`config.mk`:
```
export PLATFORM = sky130hd
export DESIGN_NAME = ddc_top
export DESIGN_NICKNAME = d
export VERILOG_FILES = /design/src/hw/ddc_pkg.sv /design/src/hw/ddc_channel.sv /design/src/hw/ddc_top.sv
export VERILOG_INCLUDE_DIRS = /design/src /design/src/hw
export SDC_FILE = /design/constraint.sdc
export NUM_CORES = 1
export LEC_CHECK = 0
export BUFFER_PORTS_ARGS = -buffer_cell sky130_fd_sc_hd__buf_2
export CELL_PAD_IN_SITES_DETAIL_PLACEMENT = 1
export CELL_PAD_IN_SITES_GLOBAL_PLACEMENT = 2
export CORE_MARGIN = 4
export CORE_UTILIZATION = 25
export DETAILED_ROUTE_END_ITERATION = 16
export PLACE_DENSITY = 0.65
export SLEW_MARGIN = 20
export SYNTH_ARGS = -nofsm -noshare
export SYNTH_HDL_FRONTEND = slang
export SYNTH_SLANG_ARGS = --single-unit
```
`constraint.sdc`:
```
create_clock -name i_clk -period 2.3 [get_ports i_clk]
set_input_delay 0.46 -clock i_clk [delete_from_list [all_inputs] [get_ports i_clk]]
set_output_delay 0.46 -clock i_clk [all_outputs]
set_load 0.05 [all_outputs]
```
`src/hw/ddc_regs.svh`:
```
// Register offsets, field positions, reset values and page codes for the dual converter control
//Contract
// Control bits 2:0 select data format
// Format 000: high[3:0], whole low byte
// Format 001: high[4:0], low[7:1]
// Format 010: high[5:0], low[7:2]
// Format 011: high[6:0], low[7:3]
// Format 1xx: whole high, low[7:4]
// Control bit 7 enables channel output
// Mode 00 updates on high byte write
// Modes 01/10/11 use timers 3/4/2
// Control bits 6:5 read zero, ignored
// Data bytes fully readable and writable
// Second identical channel on page one
// Low write held until high write
// Timer modes latch only on overflow
// Software writes low before high byte
// Reset clears all registers of both
// Unused data bits stored, ignored
`ifndef DDC_REGS_SVH
`define DDC_REGS_SVH
`define DDC_OFS_DATA_LOW 8'hD2
`define DDC_OFS_DATA_HIGH 8'hD3
`define DDC_OFS_CONTROL 8'hD4
`define DDC_PAGE_CHAN0 8'h00
`define DDC_PAGE_CHAN1 8'h01
`define DDC_CTL_EN_BIT 7
`define DDC_CTL_MODE_HI 4
`define DDC_CTL_MODE_LO 3
`define DDC_CTL_FMT_HI 2
`define DDC_CTL_FMT_LO 0
`define DDC_CTL_WMASK 8'h9F
`define DDC_RESET_BYTE 8'h00
`define DDC_RESET_WORD 12'h000
`endif

```
`src/hw/ddc_pkg.sv`:
```
// Types shared by the dual converter control files
package ddc_pkg;
    // Update trigger codes held in control bits 4:3
    typedef enum logic [1:0] {
        DDC_UPD_WRITE = 2'h0,
        DDC_UPD_TMR3 = 2'h1,
        DDC_UPD_TMR4 = 2'h2,
        DDC_UPD_TMR2 = 2'h3
    } ddc_update_type;
endpackage

```
`src/hw/ddc_channel.sv`:
```
// One converter channel: data and control registers, format unpacking and output latch
`timescale 1ns/1ps
`default_nettype none
`include "ddc_regs.svh"
module ddc_channel
    import ddc_pkg::*;
(
    // Clock and reset
    input wire logic i_clk,
    input wire logic i_rst,
    // Register writes for this channel
    input wire logic i_wr_low,
    input wire logic i_wr_high,
    input wire logic i_wr_ctl,
    input wire logic [7:0] i_wdata,
    // Timer overflow pulses
    input wire logic i_tmr2_ovf,
    input wire logic i_tmr3_ovf,
    input wire logic i_tmr4_ovf,
    // Register contents
    output logic [7:0] o_data_low,
    output logic [7:0] o_data_high,
    output logic [7:0] o_control,
    // Converter side
    output logic [11:0] o_word,
    output logic o_enable
);
    logic [7:0] low_r; // Stored as written, all bits kept
    logic [7:0] high_r;
    logic [7:0] ctl_r; // Bits 6:5 never set
    logic [11:0] word_r; // Converter input latch
    logic en_r;
    wire [2:0] fmt = ctl_r[`DDC_CTL_FMT_HI:`DDC_CTL_FMT_LO];
    wire ddc_update_type mode = ddc_update_type'(ctl_r[`DDC_CTL_MODE_HI:`DDC_CTL_MODE_LO]);
    logic [11:0] fmt_word;
    logic upd;

    // Alignment decode; bits outside the field are dropped
    always_comb begin
        fmt_word = {high_r[3:0], low_r};
        if (fmt[2]) begin
            fmt_word = {high_r, low_r[7:4]};
        end else if (fmt == 3'h1) begin
            fmt_word = {high_r[4:0], low_r[7:1]};
        end else if (fmt == 3'h2) begin
            fmt_word = {high_r[5:0], low_r[7:2]};
        end else if (fmt == 3'h3) begin
            fmt_word = {high_r[6:0], low_r[7:3]};
        end
    end

    // Trigger select; a high byte write counts only in mode 00
    always_comb begin
        unique case (mode)
            DDC_UPD_WRITE: upd = i_wr_high;
            DDC_UPD_TMR3: upd = i_tmr3_ovf;
            DDC_UPD_TMR4: upd = i_tmr4_ovf;
            DDC_UPD_TMR2: upd = i_tmr2_ovf;
        endcase
    end

    // Register stores
    always_ff @(posedge i_clk) begin
        if (i_rst) begin
            low_r <= `DDC_RESET_BYTE;
            high_r <= `DDC_RESET_BYTE;
            ctl_r <= `DDC_RESET_BYTE;
        end else begin
            if (i_wr_low) low_r <= i_wdata;
            if (i_wr_high) high_r <= i_wdata;
            if (i_wr_ctl) ctl_r <= i_wdata & `DDC_CTL_WMASK;
        end
    end

    // Output latch; in write mode the word is formed one cycle after the high write
    logic upd_d;
    always_ff @(posedge i_clk) begin
        if (i_rst) begin
            upd_d <= 1'b0;
            word_r <= `DDC_RESET_WORD;
            en_r <= 1'b0;
        end else begin
            upd_d <= upd;
            if (upd_d) word_r <= fmt_word;
            en_r <= ctl_r[`DDC_CTL_EN_BIT];
        end
    end

    assign o_data_low = low_r;
    assign o_data_high = high_r;
    assign o_control = ctl_r;
    assign o_word = word_r;
    assign o_enable = en_r;

    // Word must follow its trigger by two cycles when data was stable
    property p_latch;
        @(posedge i_clk) disable iff (i_rst)
        (upd && !i_wr_low && !i_wr_high && !i_wr_ctl) |=> ##1 (word_r == $past(fmt_word));
    endproperty
    a_latch: assert property (p_latch) else $error("latch missed trigger");

    property p_hold;
        @(posedge i_clk) disable iff (i_rst)
        !upd_d |=> $stable(word_r);
    endproperty
    a_hold: assert property (p_hold) else $error("word changed without trigger");

    property p_unused;
        @(posedge i_clk) disable iff (i_rst)
        ctl_r[6:5] == 2'h0;
    endproperty
    a_unused: assert property (p_unused) else $error("unused control bits set");

    property p_enable;
        @(posedge i_clk) disable iff (i_rst)
        i_wr_ctl |=> ##1 (en_r == $past(i_wdata[7], 2));
    endproperty
    a_enable: assert property (p_enable) else $error("enable not following control");

    property p_store;
        @(posedge i_clk) disable iff (i_rst)
        i_wr_low |=> (low_r == $past(i_wdata));
    endproperty
    a_store: assert property (p_store) else $error("low byte not stored");

    property p_fmt8;
        @(posedge i_clk) disable iff (i_rst)
        fmt[2] |-> (fmt_word == {high_r, low_r[7:4]});
    endproperty
    a_fmt8: assert property (p_fmt8) else $error("format 1xx wrong");

    property p_fmt0;
        @(posedge i_clk) disable iff (i_rst)
        (fmt == 3'h0) |-> (fmt_word[11:8] == high_r[3:0]);
    endproperty
    a_fmt0: assert property (p_fmt0) else $error("format 000 wrong");

    property p_wmode;
        @(posedge i_clk) disable iff (i_rst)
        (mode == DDC_UPD_WRITE && (i_tmr2_ovf || i_tmr3_ovf || i_tmr4_ovf) && !i_wr_high) |-> !upd;
    endproperty
    a_wmode: assert property (p_wmode) else $error("timer fired in write mode");
endmodule
`default_nettype wire

```
`src/hw/ddc_top.sv`:
```
// Dual converter control: register page decode, read mux and two channels
`timescale 1ns/1ps
`default_nettype none
`include "ddc_regs.svh"
module ddc_top
    import ddc_pkg::*;
(
    // Clock and reset
    input wire logic i_clk,
    input wire logic i_rst,
    // Special function register access
    input wire logic [7:0] i_sfr_addr,
    input wire logic [7:0] i_sfr_page,
    input wire logic i_sfr_wr,
    input wire logic i_sfr_rd,
    input wire logic [7:0] i_sfr_wdata,
    output logic [7:0] o_sfr_rdata,
    output logic o_sfr_hit,
    // Timer overflow pulses
    input wire logic i_tmr2_ovf,
    input wire logic i_tmr3_ovf,
    input wire logic i_tmr4_ovf,
    // Converter inputs
    output logic [11:0] o_chan0_word,
    output logic o_chan0_enable,
    output logic [11:0] o_chan1_word,
    output logic o_chan1_enable
);
    // Page decode keeps the two channels apart at one offset set
    wire pg0 = (i_sfr_page == `DDC_PAGE_CHAN0);
    wire pg1 = (i_sfr_page == `DDC_PAGE_CHAN1);
    wire a_lo = (i_sfr_addr == `DDC_OFS_DATA_LOW);
    wire a_hi = (i_sfr_addr == `DDC_OFS_DATA_HIGH);
    wire a_ct = (i_sfr_addr == `DDC_OFS_CONTROL);
    wire hit = (pg0 || pg1) && (a_lo || a_hi || a_ct);
    logic [7:0] l0, h0, c0, l1, h1, c1;
    logic [7:0] rdata_r;
    logic hit_r;

    ddc_channel u_ch0 (
        .i_clk(i_clk), .i_rst(i_rst),
        .i_wr_low(i_sfr_wr && pg0 && a_lo), .i_wr_high(i_sfr_wr && pg0 && a_hi),
        .i_wr_ctl(i_sfr_wr && pg0 && a_ct), .i_wdata(i_sfr_wdata),
        .i_tmr2_ovf(i_tmr2_ovf), .i_tmr3_ovf(i_tmr3_ovf), .i_tmr4_ovf(i_tmr4_ovf),
        .o_data_low(l0), .o_data_high(h0), .o_control(c0),
        .o_word(o_chan0_word), .o_enable(o_chan0_enable)
    );
    ddc_channel u_ch1 (
        .i_clk(i_clk), .i_rst(i_rst),
        .i_wr_low(i_sfr_wr && pg1 && a_lo), .i_wr_high(i_sfr_wr && pg1 && a_hi),
        .i_wr_ctl(i_sfr_wr && pg1 && a_ct), .i_wdata(i_sfr_wdata),
        .i_tmr2_ovf(i_tmr2_ovf), .i_tmr3_ovf(i_tmr3_ovf), .i_tmr4_ovf(i_tmr4_ovf),
        .o_data_low(l1), .o_data_high(h1), .o_control(c1),
        .o_word(o_chan1_word), .o_enable(o_chan1_enable)
    );

    // Read mux; unmapped addresses read zero
    wire [7:0] rd0 = a_lo ? l0 : a_hi ? h0 : a_ct ? c0 : 8'h00;
    wire [7:0] rd1 = a_lo ? l1 : a_hi ? h1 : a_ct ? c1 : 8'h00;
    wire [7:0] rd = pg0 ? rd0 : pg1 ? rd1 : 8'h00;

    // Registered read data, valid the cycle after the strobe
    always_ff @(posedge i_clk) begin
        if (i_rst) begin
            rdata_r <= `DDC_RESET_BYTE;
            hit_r <= 1'b0;
        end else begin
            rdata_r <= i_sfr_rd ? rd : 8'h00;
            hit_r <= i_sfr_rd && hit;
        end
    end
    assign o_sfr_rdata = rdata_r;
    assign o_sfr_hit = hit_r;
endmodule
`default_nettype wire

```
---- Word-level counts from Yosys, hierarchy flattened ----
Index checks and enable logic that the tools add are counted.
cells by class
  equality and inequality tests ........... 16
  mux-type cells .......................... 18
  bitwise logic cells ..................... 1
  reductions and logical operators ........ 17
operator list
  cell                                                 number
  two-way mux 12 bit                                   8
  two-way mux 8 bit                                    8
  equality test 8 bit, second input constant           3
  equality test 3 x 2 -> 1 bit, second input constant  4
  logical AND 1 bit                                    10
  equality test 2 bit, second input constant           4
  equality test 8 x 1 -> 1 bit, second input constant  1
  logical NOT 8 bit                                    1
  one-hot mux 1 bit (4 select lines)                   2
  equality test 3 x 1 -> 1 bit, second input constant  2
  equality test 2 x 1 -> 1 bit, second input constant  2
  logical NOT 2 bit                                    2
  logical OR 1 bit                                     3
  OR reduction 2 bit                                   1
  inverter 1 bit                                       1
storage, ports and cells
  flip-flop bits (word level) ............. 81
  bits of input ports ..................... 31
  output and inout port bits .............. 35
  word-level logic and storage cells ...... 66

---- Depth between registers and ports, before layout ----
Gate-level depths: netlist of run 1.
  word-level depth ........................ 6
  mapped depth ............................ 7
  depth with buffers taken out ............ 4

---- By module ----
From an unflattened synthesis of run 1, not the netlist that was laid out.
second synthesis, totals
  cells, all modules ...................... 471
  area, all modules ....................... 4411.7 µm²
modules (own cells, without submodules)
  module       times used  cells each  area an instance (µm²)
  ddc_channel  2           190         1793.0
  ddc_top      1           91          825.8

---- Least setup slack after synthesis of run 1 ----
No wires, ideal clock.
  path type ............................... input -> register
  from .................................... input i_sfr_addr[2]
  to ...................................... register u_ch0.low_r[0] (netlist: u_ch0.o_data_low[0])
  arrival time ............................ 1891 ps
  setup slack ............................. 277 ps
  cell stages on the path ................. 6
  cell sequence ........................... or4b_1 buf_6 or3_4 buf_6 o21ai_0 a21oi_1
on the way
  cells in the longest elaborated chain, start to end .. 2
RTL lines
  item                                  RTL line           source
  from (decl)                           ddc_top.sv:12      input wire logic [7:0] i_sfr_addr,
  equality test 8 bit (no source line)  --
  logical AND 1 bit                     ddc_top.sv:42      .i_wr_low(i_sfr_wr && pg0 && a_lo), .i_wr_high(i_sfr_wr && pg0 && a_hi),
  to (signal assigned)                  ddc_channel.sv:65  low_r <= `DDC_RESET_BYTE;
  to (signal assigned)                  ddc_channel.sv:69  if (i_wr_low) low_r <= i_wdata;
  to (decl)                             ddc_channel.sv:28  logic [7:0] low_r;
No other way between the ends.
A chain may end at the register's enable or synchronous reset.

---- Worst setup path after layout of run 1 ----
  from .................................... input i_sfr_addr[2]
  to ...................................... register rdata_r[0] (netlist: o_sfr_rdata[0])
on the way
  cells in the longest elaborated chain, start to end .. 6
  elaborated cells between the ends (all ways) .. 11
  classes of those cells .................. 3 x eq/ne; 8 x mux
RTL lines
  item                                  RTL line       source
  equality test 8 bit (no source line)  --
  two-way mux 8 bit (3 in series)       ddc_top.sv:59  wire [7:0] rd1 = a_lo ? l1 : a_hi ? h1 : a_ct ? c1 : 8'h00;
  two-way mux 8 bit                     ddc_top.sv:60  wire [7:0] rd = pg0 ? rd0 : pg1 ? rd1 : 8'h00;
  two-way mux 8 bit (*)                 ddc_top.sv:60
  to (signal assigned)                  ddc_top.sv:65  rdata_r <= `DDC_RESET_BYTE;
  to (signal assigned)                  ddc_top.sv:68  rdata_r <= i_sfr_rd ? rd : 8'h00;
  to (decl)                             ddc_top.sv:37  logic [7:0] rdata_r;
Mark *: on every way between the ends. The rest lies on a longest branch, timed or not.

==> results of run 1 <==
worst min path at each step:
stage	start	end	slack (ns)	cells after the start
final	i_sfr_wdata[5]	u_ch1.o_data_low[5]$_SDFFE_PP0P_	0.42	3
after global placement	u_ch1.o_word[9]$_SDFFE_PP0P_	u_ch1.o_word[9]$_SDFFE_PP0P_	0.47	2
after detailed placement	u_ch1.o_control[7]$_SDFFE_PP0P_	u_ch1.o_enable$_SDFF_PP0_	0.47	1
after global routing	i_sfr_wdata[5]	u_ch1.o_data_low[5]$_SDFFE_PP0P_	0.43	3
after CTS	i_sfr_wdata[5]	u_ch1.o_data_high[5]$_SDFFE_PP0P_	0.41	3
after floorplan	u_ch1.o_control[7]$_SDFFE_PP0P_	u_ch1.o_enable$_SDFF_PP0_	0.45	1
per-layer routing:
metal	track usage [%]	up-vias
met1	22.0	1929
met3	2.31	20
met4	7.28	0
met5	0	-
li1	-	1822
met2	22.8	90
logic make-up (layout without fill, tap and decap cells):
family,Yosys count,count (layout),synth area share [%]
multiplexers,56,56,20.4
buffers and inverters,44,104,5.37
AND/OR/NAND/NOR,123,123,16.4
AO/OA/AOI/OAI,141,141,19.8
flip-flops,81,81,38.1
cell usage in the layout, fill, tap and decap left out, drive strengths merged, types with 2 or more instances in the layout:
master,synthesis,layout
a211oi,27,27
a21oi,46,46
a221oi,4,4
a22oi,2,2
and4,2,2
buf,15,88
clkbuf,29,12
clkinv,0,2
dfxtp,81,81
mux2,6,6
mux2i,26,26
mux4,24,24
nand2,2,2
nand3,65,65
nand4,8,8
nor2,25,25
nor2b,5,5
nor3,3,3
nor4,2,2
o2111a,6,6
o21ai,56,56
or3,4,4
or4,2,2
or4b,2,2
power groups by stage:
stage | logic [µW] | clock network, µW | registers (µW)
2_1_floorplan | 43.7 | 0 | 1430
3_3_place_gp | 108 | 0 | 1430
3_5_place_dp | 111 | 0 | 1430
4_1_cts | 111 | 1560 | 1400
5_1_grt | 119 | 1620 | 1400
6_report | 110 | 1530 | 1400
sequential cells by signal (all words and copies together), names as in the netlist:
register           count
o_sfr_rdata            8
u_ch1.o_data_high      8
u_ch1.o_control        6
u_ch0.o_enable         1
u_ch1.upd_d            1
u_ch0.o_data_high      8
u_ch0.o_control        6
u_ch0.o_data_low       8
o_sfr_hit              1
u_ch0.upd_d            1
u_ch1.o_data_low       8
u_ch1.o_enable         1
u_ch0.o_word          12
u_ch1.o_word          12
through the flow:
step | TNS, ns | total power (µW)
3_5_place_dp | -0.354 | 1550
4_1_cts | 0 | 3080
2_1_floorplan | 0 | 1480
3_3_place_gp | -0.0336 | 1540
6_report | 0 | 3040
5_1_grt | 0 | 3140
synth_stat cells:
cell                        n
sky130_fd_sc_hd__clkbuf_2   1
sky130_fd_sc_hd__nand4b_1   1
sky130_fd_sc_hd__nand4_1    8
sky130_fd_sc_hd__nand3_2    1
sky130_fd_sc_hd__and3_1     1
sky130_fd_sc_hd__mux2i_1   26
sky130_fd_sc_hd__nand2_1    2
sky130_fd_sc_hd__mux4_2    24
sky130_fd_sc_hd__nor3_4     1
sky130_fd_sc_hd__a211oi_1  26
sky130_fd_sc_hd__buf_2      8
sky130_fd_sc_hd__or3_4      2
sky130_fd_sc_hd__clkbuf_8   3
sky130_fd_sc_hd__a21oi_1   46
sky130_fd_sc_hd__nor4_4     1
sky130_fd_sc_hd__clkbuf_1  25
sky130_fd_sc_hd__a221oi_1   4
sky130_fd_sc_hd__a211oi_4   1
sky130_fd_sc_hd__or3_1      2
sky130_fd_sc_hd__buf_6      3
sky130_fd_sc_hd__or4_1      2
sky130_fd_sc_hd__nor4b_4    1
sky130_fd_sc_hd__a22oi_1    2
sky130_fd_sc_hd__dfxtp_1   81
sky130_fd_sc_hd__buf_1      4
sky130_fd_sc_hd__and4_1     2
sky130_fd_sc_hd__o21ai_1    2
sky130_fd_sc_hd__o21ai_0   54
sky130_fd_sc_hd__nand3_1   64
sky130_fd_sc_hd__mux2_2     6
sky130_fd_sc_hd__nor3_1     2
sky130_fd_sc_hd__nor4_2     1
sky130_fd_sc_hd__nor2_1    25
sky130_fd_sc_hd__nor2b_1    5
sky130_fd_sc_hd__o2111a_1   6
sky130_fd_sc_hd__or4b_1     2
layout make-up:
type | instances | share of cell area [%]
clock buffer | 12 | 5.19
timing repair buffer | 88 | 9.94
sequential | 81 | 31.6
multi-input combinational | 320 | 47.0
tap | 220 | 5.36
clock inverter | 4 | 0.951
tightest hold or removal path, cell delays in order:
cell                      delay, ns
sky130_fd_sc_hd__buf_2         0.14
sky130_fd_sc_hd__nand3_1       0.07
sky130_fd_sc_hd__a21oi_1       0.05
==> qor_table.md, run 1 <==
| Item | Value |
| --- | --- |
| Cell type group with the largest total delay on the critical path | simple AND/OR/NAND/NOR gates |
| Switching power total | 676 µW |
| Total of flip-flops plus latches after synthesis | 81 |
| Slowest stage delay, CP | 0.67 ns |
| Routed metal-1 wire length | 7410 µm |
| RePlAce Congestion | 0.853 |
| Yosys warns | 0 |
| Worst Setup Slack post-DPL | -0.0782 ns |
| Tightest hold margin | 0.425 ns |
| Latest clock arrival within the worst-skew pair | 0.34 ns |
| Clock Root Buffer | sky130_fd_sc_hd__clkbuf_16 |
| Clock share of power | 50.3% |
| Count of vias placed by the detailed router | 3861 |
| Avg Inst Size Synth | 9.58 µm² |
| Non-filler instance count after layout | 725 |
| Crit. Startpoint | i_sfr_addr[2] |
| Startpoint class of the critical path | input port |
| Max-slew violations | 0 |
| Global-route total usage across every layer | 15.4% |
| Met3 wire length | 512 µm |
| Slowest stage cell on the critical path | sky130_fd_sc_hd__or4b_1 |
| Number of antenna violations at the first check in global routing | 0 |
| End of the critical path | o_sfr_rdata[0]$_SDFF_PP0_ |
| Layout cells sized above 1 | 28.1% |
| Via count of the first global-routing pass | 3951 |
| Cell area after layout | 5130 µm² |
| Setup repair after global routing missed its margin | false |
| Synthesis-to-layout area growth | 20.5% |
| Share of the clock period used by the worst path | 87.7% |
| Vertical die dimension | 139 µm |
| Core Util, Final | 30.8% |
| Internal Power | 2370 µW |
| Drt pass-1 iters | 4 |
| Actual slew at the worst max-slew pin | 0.814 ns |
| Clock tree from TritonCTS | yes |
| Via/cell ratio | 5.33 |
| Number of instances in the synthesized netlist | 445 |
| Pin count of the biggest net entering global routing | 73 |
| Portion of the post-synthesis area used by sequential elements | 38.1% |
| Final min period | 2.02 ns |
| First-pass GRT wire length | 23300 µm |
| CTS Buf Count | 9 |
| Total instance count after detailed placement | 709 |
| Count of inserted antenna diode cells | 0 |
| Worst min path class | in2reg |
| Number of buffer and inverter stages on the critical path | 1 |
| HPWL after DPL | 10500 µm |
| Result of the run | finished clean |
| Final Setup Violations | 0 |
| Top achievable clock speed | 496 MHz |
| Cell area after synthesis | 4260 µm² |
| Final setup slack of the worst path | 0.282 ns |
| Effective utilization at floorplan | 25.6% |
| Combinational power share | 3.6% |
| Number of placement rows | 47 |
| Maximum vdd drop | 302 µV |
| Critical-path maximum fanout | 23 |
| H-tree levels | 3 |
| Pwr per Cell Area | 593 nW/µm² |
| Cell count of the worst reg-to-reg path | 3 |
| Cell types with the largest area share after synthesis | sky130_fd_sc_hd__dfxtp_1 38%, sky130_fd_sc_hd__mux4_2 13%, sky130_fd_sc_hd__nand3_1 7.5%, sky130_fd_sc_hd__o21ai_0 6.3%, sky130_fd_sc_hd__mux2i_1 6.1% |
| Area of the multi-input gates | 2410 µm² |
| Worst flop-to-flop path endpoint | u_ch0.o_word[6]$_SDFFE_PP0P_ |
| Total nets after synthesis | 476 |
| Critical path start-end classification | in2reg |
| Setup Fix Bufs, Post-CTS | 0 |
| Relative max-transition margin | 45.7% |
| Horiz. Die Dim | 139 µm |
| DRC viols | 0 |
| Post-synthesis cell type with the largest combined area | sky130_fd_sc_hd__dfxtp_1 |
| Core region area | 16600 µm² |
| Leftover overflow at the end of global routing | 0 |
| Critical Path Sink Type | flop |
| Starting DRC count in detailed routing | 198 |
| Net Sw Frac | 22.2% |
| Number of library cell types mapped by synthesis | 36 |
| Pleak | 0.00166 µW |
| Sequential cell area | 1620 µm² |
| Data required time of the critical path | 2.59 ns |
| Antenna Nets Post-Route | 0 |
| Maximum count of clock buffers along a single path | 2 |
| Final routed wirelength across all metal layers | 14900 µm |
| Arrival time at the worst endpoint | 2.31 ns |
| Max Cap Violations | 0 |
| Port Buffer Count | 65 |
| Total stage count of the critical path | 5 |
| Clock input transition at the sequential cells of the worst setup and hold paths | 0.07 ns |
| Met2 WL post-DR | 6530 µm |
| Fill count | 1898 |
| # hold bufs at CTS | 0 |
| CTS-repair resized insts | 0 |
| Top metal layer carrying routed signals | met4 |
| Total number of nets in the final design | 531 |
| Max Clock Skew | 0.0110 ns |
| Final hold violation count | 0 |
| Cell Area, Placed | 4820 µm² |
| Start of the worst register-to-register path | u_ch0.o_control[1]$_SDFFE_PP0P_ |
| Setup slack of the worst register-to-register path | 0.63 ns |
| Number of sinks on the clock net | 81 |
| Ports placed on the boundary | 66 |
| Average routed wire per standard cell | 20.5 µm |
| Seq pwr share | 46.1% |
| Area share of the largest cell type after synthesis | 38.1% |
| CP cell instances | buf_2 > or4b_1 > or3_4 > nand3_1 > o2111a_1 |
| Area of the die | 19200 µm² |
No activity file was read; power rests on OpenSTA's default activity.
==> inputs of run 2 (changes only) <==
--- a/config.mk
+++ b/config.mk
@@ -16,4 +16,5 @@
 export SLEW_MARGIN = 20
 export SYNTH_ARGS = -nofsm -noshare
 export SYNTH_HDL_FRONTEND = slang
+export SYNTH_HIERARCHICAL = 1
 export SYNTH_SLANG_ARGS = --single-unit
==> run 2 against run 1 <==
- count of clock-buffer cells in the layout fell by 3
- first-iteration DRC count rose by 33%
- area after synthesis rose by 3.5%
- power fell by 1.9%
- flip-flop and latch count did not move
- sequential power barely moved
- clock power fell by 3%
- largest cell class unchanged
- highest routed layer unchanged
==> qor_table.md, run 2 <==
| Item | Value | Change |
| --- | --- | --- |
| Number of instances in the synthesized netlist | 471 | +5.8% |
| Startpoint class of the critical path | input port |  |
| Ports placed on the boundary | 66 | unchanged |
| Total instance count after detailed placement | 745 | +5.1% |
| Non-filler instance count after layout | 761 | +5.0% |
| Share of the clock period used by the worst path | 84.4% | -3.3 points |
| Global-route total usage across every layer | 15.7% | +0.35 points |
| Pleak | 0.00179 µW | +7.6% |
| First-pass GRT wire length | 24500 µm | +5.2% |
| Cell types with the largest area share after synthesis | sky130_fd_sc_hd__dfxtp_1 37%, sky130_fd_sc_hd__mux2i_1 12%, sky130_fd_sc_hd__mux2_2 5.1%, sky130_fd_sc_hd__nor2_1 4.3%, sky130_fd_sc_hd__nand2_1 4.0% |  |
| Clock tree from TritonCTS | yes |  |
| Result of the run | finished clean |  |
| Drt pass-1 iters | 4 | unchanged |
| Max Clock Skew | 0.00711 ns | -0.00389 ns |
| Via/cell ratio | 5.17 | -3.0% |
| Final setup slack of the worst path | 0.358 ns | +0.0758 ns |
| Maximum count of clock buffers along a single path | 2 | unchanged |
| Layout cells sized above 1 | 26.7% | -1.4 points |
| Yosys warns | 6 | +6 |
| Share of the synthesized area in compound gates (AO/OA/AOI/OAI) | 20.0% | +0.21 points |
| Antenna Nets Post-Route | 0 | unchanged |
| Most common cell in the synthesized netlist | sky130_fd_sc_hd__dfxtp_1 |  |
| Actual slew at the worst max-slew pin | 0.652 ns | -0.162 ns |
| Portion of the post-synthesis area used by sequential elements | 36.8% | -1.3 points |
| Post-synth ARST share | 0% | unchanged |
| DRC viols | 0 | unchanged |
| Leading cell types by count after synthesis | 81 x sky130_fd_sc_hd__dfxtp_1, 52 x sky130_fd_sc_hd__mux2i_1, 51 x sky130_fd_sc_hd__nor2_1 |  |
| Portion of netlist area occupied by mux cells | 19.3% | -1.1 points |
| Pin count of the biggest net entering global routing | 34 | -53% |
| Hold Path Stages | 2 | -1 |
| Final hold violation count | 0 | unchanged |
| CP cell instances | buf_2 > nor4_2 > buf_4 > and2_1 > nand2_1 > nor2_1 > buf_4 > mux2i_1 > nor2_1 |  |
| Slowest stage cell on the critical path | sky130_fd_sc_hd__nor2_1 |  |
| Area of the die | 19800 µm² | +3.3% |
| Data required time of the critical path | 2.52 ns | -0.07 ns |
| Latest clock arrival within the worst-skew pair | 0.34 ns | about the same |
| Number of antenna violations at the first check in global routing | 0 | unchanged |
| Highest-count cells in the layout ignoring fill and taps | 81 x sky130_fd_sc_hd__dfxtp_1, 65 x sky130_fd_sc_hd__buf_2, 52 x sky130_fd_sc_hd__mux2i_1 |  |
| Critical path start-end classification | in2reg |  |
| Setup slack of the worst register-to-register path | 0.60 ns | -0.03 ns |
| Critical Path Sink Type | flop |  |
| Slowest stage delay, CP | 0.30 ns | -0.37 ns |
| Final min period | 1.94 ns | -0.0758 ns |
| CTS Buf Count | 9 | unchanged |
| Number of placement rows | 48 | +2.1% |
| Critical-path maximum fanout | 12 | -48% |
| Starting DRC count in detailed routing | 263 | +33% |
| Avg Inst Size Synth | 9.37 µm² | -2.2% |
| Clock input transition at the sequential cells of the worst setup and hold paths | 0.07 ns | about the same |
| Horiz. Die Dim | 141 µm | +1.6% |
| Arrival time at the worst endpoint | 2.16 ns | -0.15 ns |
| Effective utilization at floorplan | 25.5% | -0.10 points |
| # hold bufs at CTS | 0 | unchanged |
| Port Buffer Count | 65 | unchanged |
| Synthesis-to-layout area growth | 19.3% |  |
| Total of flip-flops plus latches after synthesis | 81 | unchanged |
| Area share of the largest cell type after synthesis | 36.8% | -1.3 points |
| Cell area after synthesis | 4410 µm² | +3.5% |
| Pwr per Cell Area | 567 nW/µm² | -4.4% |
| Number of enable flip-flop cells after synthesis | 0 | unchanged |
| Core region area | 17300 µm² | +3.9% |
| Final routed wirelength across all metal layers | 15600 µm | +4.9% |
| Start of the worst register-to-register path | u_ch1/o_control[0]$_SDFFE_PP0P_ |  |
| Top achievable clock speed | 515 MHz | +3.9% |
| Total number of nets in the final design | 562 | +5.8% |
| Hold-critical path endpoint | u_ch0/o_data_high[6]$_SDFFE_PP0P_ |  |
| Setup Fix Bufs, Post-CTS | 0 | unchanged |
| Worst min path class | in2reg |  |
| Post-synthesis cell type with the largest combined area | sky130_fd_sc_hd__dfxtp_1 |  |
| Final Setup Violations | 0 | unchanged |
| Leading cell type in the layout, fill and taps excluded | sky130_fd_sc_hd__dfxtp_1 |  |
| Number of library cell types mapped by synthesis | 45 | +25% |
| Max Cap Violations | 0 | unchanged |
| RePlAce Congestion | 0.820 | -3.9% |
| Maximum vdd drop | 304 µV | +0.56% |
| H-tree levels | 3 | unchanged |
| Clock Root Buffer | sky130_fd_sc_hd__clkbuf_16 |  |
| Number of sinks on the clock net | 81 | unchanged |
| Adder and majority gate portion of the synthesized area | 0% | unchanged |
| Synth Area in Simple Gates | 17.9% | +1.5 points |
| Count of vias placed by the detailed router | 3933 | +1.9% |
| Leftover overflow at the end of global routing | 0 | unchanged |
| CTS-repair resized insts | 0 | unchanged |
| HPWL after DPL | 11300 µm | +7.6% |
| Average routed wire per standard cell | 20.5 µm | -0.10% |
| Count of inserted antenna diode cells | 0 | unchanged |
| Setup repair after global routing missed its margin | false |  |
| Hold Startpoint | i_rst |  |
| XOR/XNOR Fraction of Synth Area | 0% | unchanged |
| Dominant combinational cell family by area after synthesis | compound AO/OA/AOI/OAI gates |  |
| Max-slew violations | 0 | unchanged |
| Worst Setup Slack post-DPL | 0.0177 ns | +0.0959 ns |
| Main flop type after synthesis | sky130_fd_sc_hd__dfxtp_1 |  |
| Relative max-transition margin | 55.4% | +9.7 points |
| Cell count of the worst reg-to-reg path | 5 | +2 |
| Via count of the first global-routing pass | 4176 | +5.7% |
| Vertical die dimension | 141 µm | +1.6% |
| Worst flop-to-flop path endpoint | u_ch1/o_word[10]$_SDFFE_PP0P_ |  |
| Sum Neg Setup Slack | 0 ns | unchanged |
run 2: worst max-delay path by stage:
stage / from / end / slack [ns] / cells past startpoint
after floorplan: i_sfr_page[4] / u_ch0/o_control[0]$_SDFFE_PP0P_ / 0.31 / 8
after global placement: i_sfr_page[5] / u_ch0/o_data_high[3]$_SDFFE_PP0P_ / 0.07 / 9
after detailed placement: i_sfr_page[5] / u_ch0/o_data_high[0]$_SDFFE_PP0P_ / 0.02 / 9
after CTS: i_sfr_page[5] / u_ch0/o_data_high[0]$_SDFFE_PP0P_ / 0.37 / 9
after global routing: i_sfr_page[5] / u_ch0/o_data_high[4]$_SDFFE_PP0P_ / 0.25 / 9
final: i_sfr_page[5] / u_ch0/o_data_high[0]$_SDFFE_PP0P_ / 0.36 / 9
run 2: layout make-up:
type | instances | area, µm²
fill | 2025 | 12000
multi-input combinational | 345 | 2540
sequential | 81 | 1620
timing repair buffer | 89 | 505
tap | 225 | 282
clock buffer | 9 | 225
clock inverter | 7 | 76.3
inverter | 5 | 18.8
run 2: routing by layer:
layer  wire length [µm]  up-vias  GRT usage [%]
li1                   -     1877              -
met1               7580     1965           22.5
met2               7290       80           24.7
met3                565       11           2.61
met4                155        0           4.03
met5                  0        -              0
run 2: report_power, final:
| group | internal [µW] | total, µW | switching (µW) |
|---|---|---|---|
| clock | 851 | 1480 | 630 |
| sequential | 1400 | 1400 | 0.0134 |
| combinational | 32.1 | 100 | 68.3 |
| total | 2290 | 2980 | 698 |
run 2: worst max-delay path: cells and delay by family:
family | cells | cell delay, ns
buffers and inverters | 3 | 0.56
muxes | 1 | 0.22
and+or+nand+nor | 5 | 0.91
run 2: metrics by stage:
step | hold slack, ns | utilization [%] | total power, µW | area [µm²]
finish | 0.471 | 30.4 | 2980 | 5270
global route | 0.464 | 30.4 | 3100 | 5270
CTS | 0.462 | 30.4 | 3030 | 5270
detailed placement | 0.481 | 28.7 | 1540 | 4960
global placement | 0.473 | 28.7 | 1530 | 4960
floorplan | 0.447 | - | 1470 | 4420
run 2: cell families after synthesis:
family	count (synthesis)
and+or+nand+nor	154
buffers and inverters	47
muxes	78
other	2
DFF	81
AOI/OAI and AO/OA	109
==> inputs of run 3 (changes only) <==
--- a/config.mk
+++ b/config.mk
@@ -12,7 +12,7 @@
 export CORE_MARGIN = 4
 export CORE_UTILIZATION = 25
 export DETAILED_ROUTE_END_ITERATION = 16
-export PLACE_DENSITY = 0.65
+export PLACE_DENSITY = 0.67
 export SLEW_MARGIN = 20
 export SYNTH_ARGS = -nofsm -noshare
 export SYNTH_HDL_FRONTEND = slang
==> constraint.sdc (replaced) <==
create_clock -name i_clk -period 1.7 [get_ports i_clk]
set_input_delay 0.34 -clock i_clk [delete_from_list [all_inputs] [get_ports i_clk]]
set_output_delay 0.34 -clock i_clk [all_outputs]
set_load 0.05 [all_outputs]
==> run 3 against run 2 <==
- final cell count grew 3.2%
- routed wire length rose by 1.9%
- register-to-register slack worse by 0.46 ns
- sequential share of layout area fell by 1.3 points
- worst hold slack lost 0.085 ns
- clock skew grew 0.0017 ns
- via count is 3.6% higher
- largest cell class unchanged
==> qor_table.md, run 3 (synthesis gave the netlist of run 2 again) <==
| Item | Value | Change |
| --- | --- | --- |
| Result of the run | finished clean |  |
| Actual slew at the worst max-slew pin | 0.633 ns | -0.0192 ns |
| Horiz. Die Dim | 141 µm | unchanged |
| Max Cap Violations | 0 | unchanged |
| Cell Area, Placed | 5160 µm² | +3.9% |
| Pwr per Cell Area | 732 nW/µm² | +29% |
| Max-slew violations | 0 | unchanged |
| Drt pass-1 iters | 4 | unchanged |
| Highest-count cells in the layout ignoring fill and taps | 79 x sky130_fd_sc_hd__dfxtp_1, 63 x sky130_fd_sc_hd__buf_2, 50 x sky130_fd_sc_hd__nor2_1, 50 x sky130_fd_sc_hd__mux2i_1 |  |
| H-tree levels | 3 | unchanged |
| Sum Neg Setup Slack | 0 ns | unchanged |
| HPWL after DPL | 11400 µm | +1.4% |
| Final min period | 1.65 ns |  |
| Core region area | 17300 µm² | unchanged |
| Critical-path maximum fanout | 8 | -4 |
| Data required time of the critical path | 1.92 ns | -0.60 ns |
| Clock Root Buffer | sky130_fd_sc_hd__clkbuf_16 |  |
| # hold bufs at CTS | 0 | unchanged |
| Share of the clock period used by the worst path | 96.8% |  |
| Non-filler instance count after layout | 785 | +3.2% |
| Final hold violation count | 0 | unchanged |
| Area of the die | 19800 µm² | unchanged |
| Total number of nets in the final design | 586 | +4.3% |
| Met2 GRT Util | 25.6% | +0.91 points |
| Pin count of the biggest net entering global routing | 26 | -24% |
| Worst min path class | in2reg |  |
| Starting DRC count in detailed routing | 275 | +4.6% |
| Average routed wire per standard cell | 20.2 µm | -1.2% |
| Met1 Track Usage GR | 22.2% | -0.29 points |
| Clock tree from TritonCTS | yes |  |
| Number of sinks on the clock net | 81 | unchanged |
| Arrival time at the worst endpoint | 1.87 ns | -0.29 ns |
| Count of vias placed by the detailed router | 4073 | +3.6% |
| Leading cell type in the layout, fill and taps excluded | sky130_fd_sc_hd__dfxtp_1 |  |
| Via/cell ratio | 5.19 | +0.39% |
| Overall power consumption | 4040 µW | +35% |
| Synthesis-to-layout area growth | 25.0% |  |
| Global-route total usage across every layer | 15.8% | +0.025 points |
| Layout cells sized above 1 | 31.4% | +4.7 points |
| Effective utilization at floorplan | 25.5% | unchanged |
| Startpoint class of the critical path | input port |  |
| Count of inserted antenna diode cells | 0 | unchanged |
| Met3 usage in global routing | 2.65% | +0.034 points |
| Final Setup Violations | 0 | unchanged |
| Max Clock Skew | 0.00884 ns | +0.00173 ns |
| Maximum vdd drop | 474 µV | +56% |
| Via count of the first global-routing pass | 4336 | +3.8% |
| DRC viols | 0 | unchanged |
| Antenna Nets Post-Route | 0 | unchanged |
| First-pass GRT wire length | 25000 µm | +2.0% |
| Latest clock arrival within the worst-skew pair | 0.34 ns | about the same |
| Cell area after layout | 5510 µm² | +4.7% |
| Relative max-transition margin | 56.7% | +1.3 points |
| Setup repair after global routing missed its margin | true |  |
| Critical Path Sink Type | flop |  |
| Leftover overflow at the end of global routing | 0 | unchanged |
| Critical path start-end classification | in2reg |  |
| RePlAce Congestion | 0.828 | +0.98% |
| Ports placed on the boundary | 66 | unchanged |
| Most Crowded Layer GR | met2 |  |
| Port Buffer Count | 65 | unchanged |
| Total instance count after detailed placement | 768 | +3.1% |
| Clock input transition at the sequential cells of the worst setup and hold paths | 0.07 ns | about the same |
| CTS Buf Count | 9 | unchanged |
| Maximum count of clock buffers along a single path | 2 | unchanged |
| Number of antenna violations at the first check in global routing | 1 | +1 |
| Final routed wirelength across all metal layers | 15900 µm | +1.9% |
| Pleak | 0.00195 µW | +8.9% |
| Vertical die dimension | 141 µm | unchanged |
| Top achievable clock speed | 607 MHz |  |
| Number of placement rows | 48 | unchanged |
[run 3: repair_timing]
action | 4_1_cts | 5_1_grt
gates resized for setup | 4 | 10
setup buffers | 1 | 0
hold endpoints to repair | 0 | 0
pin swaps | 2 | 5
gates cloned | 0 | 0
setup endpoints to repair | 15 | 32
[run 3: path summary, 6_finish.rpt]
kind,start,to,slack (ns),depth (start not counted)
worst max-delay path,i_sfr_page[5],u_ch1/o_data_high[1]$_SDFFE_PP0P_,0.05,8
worst min-delay path,i_sfr_wdata[5],u_ch0/o_data_high[5]$_SDFFE_PP0P_,0.39,3
worst max register to register,u_ch0/o_control[1]$_SDFFE_PP0P_,u_ch0/o_word[8]$_SDFFE_PP0P_,0.14,3
worst min register to register,u_ch1/o_control[7]$_SDFFE_PP0P_,u_ch1/o_enable$_SDFF_PP0_,0.49,1
[run 3: layer usage]
layer / wire [µm] / share of wire (%)
met1: 7620 / 48
met5: 13 / 0.082
met2: 7440 / 47
met3: 688 / 4.3
met4: 127 / 0.80
[run 3: metrics by stage]
stage / hold slack (ns) / setup slack (ns) / utilization, %
after floorplan: 0.447 / 0.00320 / -
after global placement: 0.485 / -0.473 / 29.8
after detailed placement: 0.488 / -0.442 / 29.8
after CTS: 0.373 / 0.0176 / 31.7
after global routing: 0.402 / -0.00396 / 31.9
final: 0.386 / 0.0537 / 31.9
[run 3: worst max-delay path: stages]
cell and delay [ns]:
sky130_fd_sc_hd__buf_6 0.09, sky130_fd_sc_hd__nor4_4 0.33, sky130_fd_sc_hd__buf_6 0.18, sky130_fd_sc_hd__nand4_1 0.20
sky130_fd_sc_hd__nor2_2 0.24, sky130_fd_sc_hd__buf_6 0.19, sky130_fd_sc_hd__mux2i_2 0.22, sky130_fd_sc_hd__nor2_1 0.06
[run 3: where the power goes]
part / internal, µW / switching [µW] / leakage [µW]
clock network: 1170 / 819 / 0.000148
registers: 1900 / 0.0164 / 0.000653
logic: 54.9 / 97.8 / 0.00115
total: 3120 / 917 / 0.00195
[run 3: layout make-up]
type | instances | area (µm²)
Fill cell | 2036 | 11800
Inverter | 5 | 18.8
Timing Repair Buffer | 113 | 722
Sequential cell | 81 | 1620
Clock inverter | 6 | 57.6
Multi-Input combinational cell | 345 | 2570
Clock buffer | 10 | 239
Tap cell | 225 | 282
